==> src/hw/acs_pkg.sv <==
// Shared constants and types of the calibration sequencer
package acs_pkg;
  // Register byte offsets on the Avalon-MM slave
  localparam logic [3:0] ACS_OFF_CTRL = 4'h0;
  localparam logic [3:0] ACS_OFF_STATUS = 4'h4;
  localparam logic [3:0] ACS_OFF_CALCNT = 4'h8;
  // Control field positions and values after reset
  localparam int ACS_CTRL_RTRIM_BIT = 0;
  localparam int ACS_CTRL_SWCAL_BIT = 1;
  localparam logic ACS_CTRL_RTRIM_RST = 1'b1;
  // Status field positions
  localparam int ACS_ST_BUSY_BIT = 0;
  localparam int ACS_ST_DONE_BIT = 1;
  localparam int ACS_ST_HOLD_BIT = 2;
  localparam int ACS_ST_DSEL_BIT = 3;
  localparam int ACS_ST_SLEEP_BIT = 7;
  // Calibrate pin phases, in sample clock cycles
  localparam logic [10:0] ACS_CAL_LOW_MIN = 11'h500;
  localparam logic [10:0] ACS_CAL_HIGH_MIN = 11'h500;
  // Start-up delays: 2^26 and 2^32 cycles
  localparam logic [32:0] ACS_DLY_SHORT = 33'h0_0400_0000;
  localparam logic [32:0] ACS_DLY_LONG = 33'h1_0000_0000;
  // Calibration lengths: typical 1.4e6 / 1.2e6, limits 1.62e6 / 1.35e6
  localparam logic [20:0] ACS_CAL_TRIM_TYP = 21'h15_5CC0;
  localparam logic [20:0] ACS_CAL_TRIM_MAX = 21'h18_B820;
  localparam logic [20:0] ACS_CAL_NOTRIM_TYP = 21'h12_4F80;
  localparam logic [20:0] ACS_CAL_NOTRIM_MAX = 21'h14_99F0;
  // Pipeline latency in sample clock cycles
  localparam int ACS_PIPE_LAT = 13;
  // Cycles the pin synchronisers need before straps are valid
  localparam logic [1:0] ACS_BOOT_CYC = 2'h2;
  // Sequencer states
  typedef enum logic [2:0] {
    ACS_S_BOOT = 3'b000,
    ACS_S_DELAY = 3'b001,
    ACS_S_HOLD = 3'b010,
    ACS_S_CAL = 3'b011,
    ACS_S_IDLE = 3'b100
  } acs_state_t;
endpackage

==> src/hw/acs_pipe_if.sv <==
// Sample path between the sequencer core and the output pipeline
`timescale 1ns/1ns
interface acs_pipe_if #(parameter int W = 8);
  logic [W-1:0] sample_in;
  logic [W-1:0] sample_out;
  modport core (output sample_in, input sample_out);
  modport pipe (input sample_in, output sample_out);
endinterface

==> src/hw/acs_cal_seq.sv <==
// Calibration sequencer top with Avalon-MM registers and sample pipeline
// Behaviour
// - With trimming on, a calibration ends within 1.62 million cycles.
// - With trimming off, a calibration ends within 1.35 million cycles.
// - Delay select low: at most 2^26 cycles before power-up calibration.
// - Delay select high: at most 2^32 cycles before power-up calibration.
// - A new result every cycle after a fixed pipeline latency.
// - Output data update on the falling clock edge after the latency.
// - Calibrate high at power-up holds off calibration until a valid request.
// - Sleep at power-up stops the delay counter until sleep drops.
// - No calibration starts or runs while asleep.
`timescale 1ns/1ns
module acs_cal_seq #(
  parameter int W = 8,
  parameter logic [32:0] DLY_SHORT_CYC = acs_pkg::ACS_DLY_SHORT,
  parameter logic [32:0] DLY_LONG_CYC = acs_pkg::ACS_DLY_LONG,
  parameter logic [20:0] CAL_TRIM_CYC = acs_pkg::ACS_CAL_TRIM_TYP,
  parameter logic [20:0] CAL_NOTRIM_CYC = acs_pkg::ACS_CAL_NOTRIM_TYP
) (
  input wire logic clk,
  input wire logic rst,
  input wire logic clk_en,
  input wire logic cal_pin,
  input wire logic sleep_request,
  input wire logic startup_delay_select,
  input wire logic [W-1:0] adc_sample,
  output logic [W-1:0] adc_data_out,
  output logic cal_busy,
  input wire logic [3:0] avs_address,
  input wire logic avs_read,
  input wire logic avs_write,
  input wire logic [31:0] avs_writedata,
  input wire logic [3:0] avs_byteenable,
  output logic [31:0] avs_readdata,
  output logic avs_waitrequest
);
  acs_pkg::acs_state_t state_r, state_nxt;
  logic [2:0] sync1_r, sync2_r;
  logic cal_s, sleep_s, dsel_s;
  logic [1:0] boot_r, boot_nxt;
  logic hold_r, hold_nxt, dsel_r, dsel_nxt, done_r, done_nxt;
  logic [32:0] dly_r, dly_nxt;
  logic [20:0] cnt_r, cnt_nxt, len_r, len_nxt;
  logic [10:0] low_r, low_nxt, high_r, high_nxt;
  logic armed_r, armed_nxt, req_r, req_nxt;
  logic rtrim_r, rtrim_nxt, swcal_r, swcal_nxt;
  logic ack_r, ack_nxt;
  logic [31:0] rdata_r, rdata_nxt;
  logic cal_req, wr_ctrl;

  // Register hit test, used by reads and writes
  function automatic logic hit(input logic [3:0] a, input logic [3:0] off);
    hit = (a == off);
  endfunction

  ////////////////////////////////////////////////////////////////////////
  // Two-flop synchronisers for the pins
  always_ff @(posedge clk or posedge rst) begin
    if (rst) begin
      sync1_r <= 3'h0;
      sync2_r <= 3'h0;
    end else if (clk_en) begin
      sync1_r <= {startup_delay_select, sleep_request, cal_pin};
      sync2_r <= sync1_r;
    end
  end
  assign cal_s = sync2_r[0];
  assign sleep_s = sync2_r[1];
  assign dsel_s = sync2_r[2];

  ////////////////////////////////////////////////////////////////////////
  // Calibrate pin request detector: long low, then long high
  always_comb begin
    low_nxt = low_r;
    high_nxt = high_r;
    armed_nxt = armed_r;
    req_nxt = 1'b0;
    if (!cal_s) begin
      high_nxt = 11'h000;
      if (low_r != acs_pkg::ACS_CAL_LOW_MIN) begin
        low_nxt = low_r + 11'h001;
      end
      if (low_nxt == acs_pkg::ACS_CAL_LOW_MIN) begin
        armed_nxt = 1'b1;
      end
    end else begin
      low_nxt = 11'h000;
      if (armed_r) begin
        high_nxt = high_r + 11'h001;
        if (high_nxt == acs_pkg::ACS_CAL_HIGH_MIN) begin
          req_nxt = 1'b1;
          armed_nxt = 1'b0;
          high_nxt = 11'h000;
        end
      end
    end
  end

  always_ff @(posedge clk or posedge rst) begin
    if (rst) begin
      low_r <= 11'h000;
      high_r <= 11'h000;
      armed_r <= 1'b0;
      req_r <= 1'b0;
    end else if (clk_en) begin
      low_r <= low_nxt;
      high_r <= high_nxt;
      armed_r <= armed_nxt;
      req_r <= req_nxt;
    end
  end

  assign cal_req = req_r | swcal_r;

  ////////////////////////////////////////////////////////////////////////
  // Sequencer: boot, start-up delay, hold-off, calibrate, idle
  always_comb begin
    state_nxt = state_r;
    boot_nxt = boot_r;
    hold_nxt = hold_r;
    dsel_nxt = dsel_r;
    done_nxt = done_r;
    dly_nxt = dly_r;
    cnt_nxt = cnt_r;
    len_nxt = len_r;
    case (state_r)
      acs_pkg::ACS_S_BOOT: begin
        boot_nxt = boot_r + 2'h1;
        if (boot_r == acs_pkg::ACS_BOOT_CYC) begin
          hold_nxt = cal_s;
          dsel_nxt = dsel_s;
          state_nxt = acs_pkg::ACS_S_DELAY;
        end
      end
      acs_pkg::ACS_S_DELAY: begin
        if (!sleep_s) begin
          dly_nxt = dly_r + 33'h0_0000_0001;
          if (dly_nxt == (dsel_r ? DLY_LONG_CYC : DLY_SHORT_CYC)) begin
            state_nxt = hold_r ? acs_pkg::ACS_S_HOLD : acs_pkg::ACS_S_CAL;
            len_nxt = rtrim_r ? CAL_TRIM_CYC : CAL_NOTRIM_CYC;
            cnt_nxt = 21'h00_0000;
          end
        end
      end
      acs_pkg::ACS_S_HOLD, acs_pkg::ACS_S_IDLE: begin
        if (cal_req && !sleep_s) begin
          state_nxt = acs_pkg::ACS_S_CAL;
          hold_nxt = 1'b0;
          len_nxt = rtrim_r ? CAL_TRIM_CYC : CAL_NOTRIM_CYC;
          cnt_nxt = 21'h00_0000;
        end
      end
      acs_pkg::ACS_S_CAL: begin
        if (!sleep_s) begin
          cnt_nxt = cnt_r + 21'h00_0001;
          if (cnt_nxt == len_r) begin
            state_nxt = acs_pkg::ACS_S_IDLE;
            done_nxt = 1'b1;
          end
        end
      end
      default: begin
        state_nxt = acs_pkg::ACS_S_BOOT;
      end
    endcase
  end

  always_ff @(posedge clk or posedge rst) begin
    if (rst) begin
      state_r <= acs_pkg::ACS_S_BOOT;
      boot_r <= 2'h0;
      hold_r <= 1'b0;
      dsel_r <= 1'b0;
      done_r <= 1'b0;
      dly_r <= 33'h0_0000_0000;
      cnt_r <= 21'h00_0000;
      len_r <= 21'h00_0000;
    end else if (clk_en) begin
      state_r <= state_nxt;
      boot_r <= boot_nxt;
      hold_r <= hold_nxt;
      dsel_r <= dsel_nxt;
      done_r <= done_nxt;
      dly_r <= dly_nxt;
      cnt_r <= cnt_nxt;
      len_r <= len_nxt;
    end
  end

  // Busy for the whole calibration; requests only taken outside it
  assign cal_busy = (state_r == acs_pkg::ACS_S_CAL);

  ////////////////////////////////////////////////////////////////////////
  // Avalon-MM slave: one wait cycle, then answer
  assign avs_waitrequest = (avs_read | avs_write) & ~ack_r;
  assign wr_ctrl = avs_write & ack_r & hit(avs_address, acs_pkg::ACS_OFF_CTRL) &
                   avs_byteenable[0];

  always_comb begin
    ack_nxt = (avs_read | avs_write) & ~ack_r;
    rtrim_nxt = rtrim_r;
    swcal_nxt = 1'b0;
    rdata_nxt = rdata_r;
    if (wr_ctrl) begin
      rtrim_nxt = avs_writedata[acs_pkg::ACS_CTRL_RTRIM_BIT];
      swcal_nxt = avs_writedata[acs_pkg::ACS_CTRL_SWCAL_BIT];
    end
    if (avs_read && !ack_r) begin
      rdata_nxt = 32'h0000_0000;
      if (hit(avs_address, acs_pkg::ACS_OFF_CTRL)) begin
        rdata_nxt[acs_pkg::ACS_CTRL_RTRIM_BIT] = rtrim_r;
      end else if (hit(avs_address, acs_pkg::ACS_OFF_STATUS)) begin
        rdata_nxt[acs_pkg::ACS_ST_BUSY_BIT] = cal_busy;
        rdata_nxt[acs_pkg::ACS_ST_DONE_BIT] = done_r;
        rdata_nxt[acs_pkg::ACS_ST_HOLD_BIT] = hold_r;
        rdata_nxt[acs_pkg::ACS_ST_DSEL_BIT] = dsel_r;
        rdata_nxt[6:4] = state_r;
        rdata_nxt[acs_pkg::ACS_ST_SLEEP_BIT] = sleep_s;
      end else if (hit(avs_address, acs_pkg::ACS_OFF_CALCNT)) begin
        rdata_nxt[20:0] = cnt_r;
      end
    end
  end

  always_ff @(posedge clk or posedge rst) begin
    if (rst) begin
      ack_r <= 1'b0;
      rtrim_r <= acs_pkg::ACS_CTRL_RTRIM_RST;
      swcal_r <= 1'b0;
      rdata_r <= 32'h0000_0000;
    end else if (clk_en) begin
      ack_r <= ack_nxt;
      rtrim_r <= rtrim_nxt;
      swcal_r <= swcal_nxt;
      rdata_r <= rdata_nxt;
    end
  end
  assign avs_readdata = rdata_r;

  ////////////////////////////////////////////////////////////////////////
  // Conversion result pipeline
  acs_pipe_if #(.W(W)) pipe_bus ();
  assign pipe_bus.sample_in = adc_sample;
  assign adc_data_out = pipe_bus.sample_out;

  acs_sample_pipe #(.W(W), .DEPTH(acs_pkg::ACS_PIPE_LAT)) u_pipe (
    .clk(clk),
    .rst(rst),
    .clk_en(clk_en),
    .p(pipe_bus)
  );
endmodule

==> src/hw/acs_sample_pipe.sv <==
// Fixed-latency sample pipeline, last stage on the falling edge
`timescale 1ns/1ns
module acs_sample_pipe #(
  parameter int W = 8,
  parameter int DEPTH = acs_pkg::ACS_PIPE_LAT
) (
  input wire logic clk,
  input wire logic rst,
  input wire logic clk_en,
  acs_pipe_if.pipe p
);
  logic [W-1:0] stage_r [DEPTH];
  logic [W-1:0] stage_nxt [DEPTH];
  logic [W-1:0] out_r;
  logic [W-1:0] out_nxt;

  ////////////////////////////////////////////////////////////////////////
  // Shift one stage per rising edge
  always_comb begin
    stage_nxt[0] = p.sample_in;
    for (int i = 1; i < DEPTH; i++) begin
      stage_nxt[i] = stage_r[i-1];
    end
    out_nxt = stage_r[DEPTH-1];
  end

  genvar g;
  generate
    for (g = 0; g < DEPTH; g++) begin : g_stage
      always_ff @(posedge clk or posedge rst) begin
        if (rst) begin
          stage_r[g] <= '0;
        end else if (clk_en) begin
          stage_r[g] <= stage_nxt[g];
        end
      end
    end
  endgenerate

  ////////////////////////////////////////////////////////////////////////
  // Output register updates on the falling edge
  always_ff @(negedge clk or posedge rst) begin
    if (rst) begin
      out_r <= '0;
    end else if (clk_en) begin
      out_r <= out_nxt;
    end
  end

  assign p.sample_out = out_r;
endmodule

==> config.mk <==
export PLATFORM = sky130hd
export DESIGN_NAME = acs_cal_seq
export DESIGN_NICKNAME = d
export VERILOG_FILES = /design/src/hw/acs_pkg.sv /design/src/hw/acs_pipe_if.sv /design/src/hw/acs_cal_seq.sv /design/src/hw/acs_sample_pipe.sv
export SDC_FILE = /design/constraint.sdc
export NUM_CORES = 1
export LEC_CHECK = 0
export ABC_AREA = 1
export BUFFER_PORTS_ARGS = -buffer_cell sky130_fd_sc_hd__buf_4
export CAP_MARGIN = 10
export CORE_MARGIN = 4
export CORE_UTILIZATION = 35
export DETAILED_ROUTE_END_ITERATION = 6
export HOLD_SLACK_MARGIN = 0.08
export SLEW_MARGIN = 0
export SYNTH_ARGS = -nofsm -noshare
export SYNTH_HDL_FRONTEND = slang
export SYNTH_SLANG_ARGS = --single-unit
==> constraint.sdc <==
create_clock -name clk -period 10.4 [get_ports clk]
set_input_delay 3.12 -clock clk [delete_from_list [all_inputs] [get_ports clk]]
set_output_delay 3.12 -clock clk [all_outputs]
set_load 0.01 [all_outputs]
; ---- Word-level counts from Yosys, hierarchy flattened
; Index checks and enable logic that the tools add are counted.
[totals]
register_bits = 249
in_bits = 56
output_inout_bits = 42
word_cells = 128
[classes]
n_addsub = 5
eq_ne = 19
muxes = 41
n_bitwise = 8
n_reduce_logical = 23
[ops]
columns = cell, n
row1 = two-way mux 21 bit, 8
row2 = two-way mux 11 bit, 6
row3 = case mux 21 bit (3 select lines), 1
row4 = case mux 21 bit (2 select lines), 1
row5 = "adder 33 x 1 -> 33 bit, second input constant", 1
row6 = equality test 33 bit, 1
row7 = two-way mux 33 bit, 1
row8 = "adder 11 x 1 -> 11 bit, second input constant", 2
row9 = "equality test 11 bit, second input constant", 2
row10 = "adder 21 x 1 -> 21 bit, second input constant", 1
row11 = equality test 21 bit, 1
row12 = two-way mux 20 bit, 1
row13 = two-way mux 19 bit, 1
row14 = two-way mux 3 bit, 6
row15 = two-way mux 13 bit, 1
row16 = two-way mux 1 bit, 12
row17 = case mux 3 bit (4 select lines), 1
row18 = "inequality test 11 bit, second input constant", 1
row19 = "inequality test 2 bit, second input constant", 5
row20 = AND reduction 2 bit, 5
row21 = two-way mux 8 bit, 1
row22 = AND reduction 4 bit, 2
row23 = AND reduction 7 bit, 1
row24 = "equality test 3 x 2 -> 1 bit, second input constant", 2
row25 = other kinds (21), 32

; ---- Logic depth before layout (Yosys ltp)
[depth]
ltp_word = 6
ltp_mapped = 17
depth_no_buf = 17

; ---- Hierarchy
; From an unflattened synthesis, not the netlist that was laid out.
[hier_totals]
hier_cells = 1562
hier_area_um2 = 11674.9
[by_module_without_submodules]
columns = mod, n_inst, cells_each, area_each_um2, seq_area_each_um2
row1 = acs_cal_seq, 1, 1087, 7407.1, 2979.1
row2 = acs_sample_pipe, 1, 475, 4267.8, 2802.7

==> impl_metrics.ini <==
[timing]
slew_headroom_pct = 41.3
rsz0062_at_grt = no
setup_tns_ns = 0
report.final.setup_viol = 0
timing.hold.ws_ns = 0.420
worst-slew-pin-transition_ns = 0.878
skew_ns = 0.0149
finalHoldViolCount = 0
slew_viol_final = 0

[placed_design]
portBuffers = 53
post-dp-hpwl_um = 17500
postPlaceCellArea_um2 = 12300
globalplace.congestion = 0.907

[route]
route.detailed.vias_per_inst = 4.70
drt_drc_violations_left = 0
drt_first_pass_iters = 5
1st_iter_drt_viols = 584
top_signal_layer_used = met4
met2RoutedLength_um = 11900
routedLengthMet1_um = 12200
totalWireLength_um = 25800
routed-via-count = 9479
routedWlPerCell_um = 12.8
drt.antenna.violating_nets = 0
wl_met3_um = 1120

[critical_path]
worstPathArrival_ns = 6.36
setup.worst_path.start_class = register
path_class = reg2out
path_cells = buf_4
cp.required_ns = 7.28
capturing_element_type_of_the_critical_path = output port
timing.critical_path.slowest_cell_delay_ns = 0.48
worst_path_max_delay_cell = sky130_fd_sc_hd__dfrtn_1
critPathBufInv = 1
timing.critical_path.max_delay_family = flip-flops
worst-path-max-fanout = 2
reg2reg_slack_ns = 4.54

[cts]
tritoncts_clock_tree = yes
master_cell_of_the_clock_root_buffer = sky130_fd_sc_hd__clkbuf_16
post_cts_resize_count = 0
ctsHtreeMaxLevel = 1
cts.clk_slew.worst_paths_ns = 0.04
cts.repair_timing.setup_buffer_count = 0
ctsHoldBuffers = 0
clock_insertion_delay_worst_skew_ns = 0.53
cts.sink_count = 231
cts_buffer_depth = 3
clock_buffers_created_by_tritoncts = 26

[yosys]
synth_top_area_share_pct = 48.3
cell_types_occupying_the_most_area_after_synthesis = sky130_fd_sc_hd__dfrtp_1 (48%), sky130_fd_sc_hd__nand2_1 (21%), sky130_fd_sc_hd__nor2_1 (4.5%)
yosysWarnings = 0
yosysUniqueCellTypes = 40
post_synth_instance_area_um2 = 11500
syn-instance-count = 1515
syn_area_per_cell_um2 = 7.58
async_sr_flop_fraction_pct = 100
yosysSeqAreaShare_pct = 50.3
synth_edf_count = 0
synthDominantAreaCellType = sky130_fd_sc_hd__dfrtp_1
ys_seq_elements = 231
yosys_most_used_dff = sky130_fd_sc_hd__dfrtp_1

[global_routing]
grtUsageTotal_pct = 14.4
grt_max_degree = 139
grt_antenna_before_repair = 0
first_global_vias = 9046
grt_remaining_overflow = 0
grt_first_pass_wirelength_um = 44400

[final_layout]
final_design_area_no_fill_um2 = 13200
finalNetCount = 1619
num_antenna_cells = 0
area_growth_pct = 14.8
final_core_util_pct = 40.6
layout-drive-gt1-share_pct = 8.26

[die]
floorplan.die_area_um2 = 35800
die_x_um = 189
io_pins = 98
floorplan.initialDensity_pct = 35.4
die_h_um = 189
number_of_core_rows = 66
design.core.area_um2 = 32500

[power]
total_power_mw = 2.62
power.ir.vdd_worst_uv = 114
cellLeakagePower_nw = 6.39
cellPowerDensity_nw_per_um2 = 199

[status]
outcome = complete, no violations

[job]
max-cap-violations = 0

[worst_hold_path]
hold_path.class = reg2reg
[per-stage QoR]
step / setup WS (ns) / std cells
floorplan: -0.806 / 1525
global placement: 1.13 / 1970
detailed placement: 1.14 / 1970
CTS: 0.872 / 2016
global route: 0.880 / 2016
finish: 0.918 / 2016
[cells in the final DEF, fill, tap and decap left out, drive strengths merged, types with 17 or more instances in the layout]
| master | count |
|---|---|
| o21ai | 89 |
| inv | 119 |
| clkbuf | 38 |
| o22ai | 17 |
| dfrtp | 222 |
| buf | 63 |
| nor2 | 146 |
| nand2 | 643 |
| xor2 | 30 |
| nand3 | 91 |
[kinds of logic after synthesis]
group | Yosys count | share of synthesized area, %
DFF | 231 | 50.3
and+or+nand+nor | 919 | 32.8
AOI/OAI and AO/OA | 138 | 6.64
other | 1 | 0.0326
adders and majority gates | 7 | 0.762
buffers and inverters | 183 | 6.61
xor gates and xnor gates | 36 | 2.87
[final timing paths]
kind | startpoint | endpoint | depth (start not counted)
setup / recovery | u_pipe.p.sample_out[7] | adc_data_out[7] | 1
hold / removal | u_pipe.p.sample_out[2] | u_pipe.p.sample_out[2] | 2
setup reg to reg | u_pipe.out_nxt[2] | u_pipe.p.sample_out[2] | 2
hold reg to reg | u_pipe.p.sample_out[2] | u_pipe.p.sample_out[2] | 2
max in group asynchronous | rst | u_pipe.p.sample_out[6] | 2
min in group asynchronous | rst | u_pipe.out_nxt[0] | 2
[final cells by class]
cell class | count | area [um2]
Clock inverter | 8 | 129
Multi-Input combinational cell | 1111 | 4990
Clock buffer | 38 | 766
Sequential cell | 231 | 5780
Tap cell | 442 | 553
Timing Repair Buffer | 63 | 498
Inverter | 123 | 467
Fill cell | 3371 | 19300
[synthesized netlist by cell type, drive strengths merged (11+ instances only)]
cell type	instances
nand2	643
clkbuf	38
xor2	30
nand3	91
nand3b	11
nand4	11
dfrtp	222
nor3	13
o21ai	89
inv	121
o31ai	11
nor2	146
buf	22
o22ai	17
[registers in the layout (all words and copies together), names as in the netlist, 2 cells and up]
register             cells
avs_readdata            21
boot_r                   2
cnt_r                   21
dly_r                   33
high_r                  11
len_r                    3
low_r                   11
state_r                  3
sync1_r                  3
sync2_r                  3
u_pipe.out_nxt           8
u_pipe.p.sample_out      8
u_pipe.stage_nxt        96
[power breakdown]
| group | total [mW] | internal, mW | leakage (nW) | switching (mW) |
|---|---|---|---|---|
| Sequential | 1.17 | 1.04 | 3.05 | 0.126 |
| Combinational | 0.510 | 0.169 | 2.91 | 0.340 |
| Clock | 0.949 | 0.582 | 0.438 | 0.366 |
[metal layers]
| metal | vias to the layer above | track usage [%] |
|---|---|---|
| li1 | 4826 | - |
| met3 | 35 | 2.19 |
| met5 | - | 0 |
| met1 | 4478 | 20.2 |
| met4 | 0 | 3.45 |
| met2 | 140 | 23.8 |
Note: power is estimated with default switching activity, not from simulation.
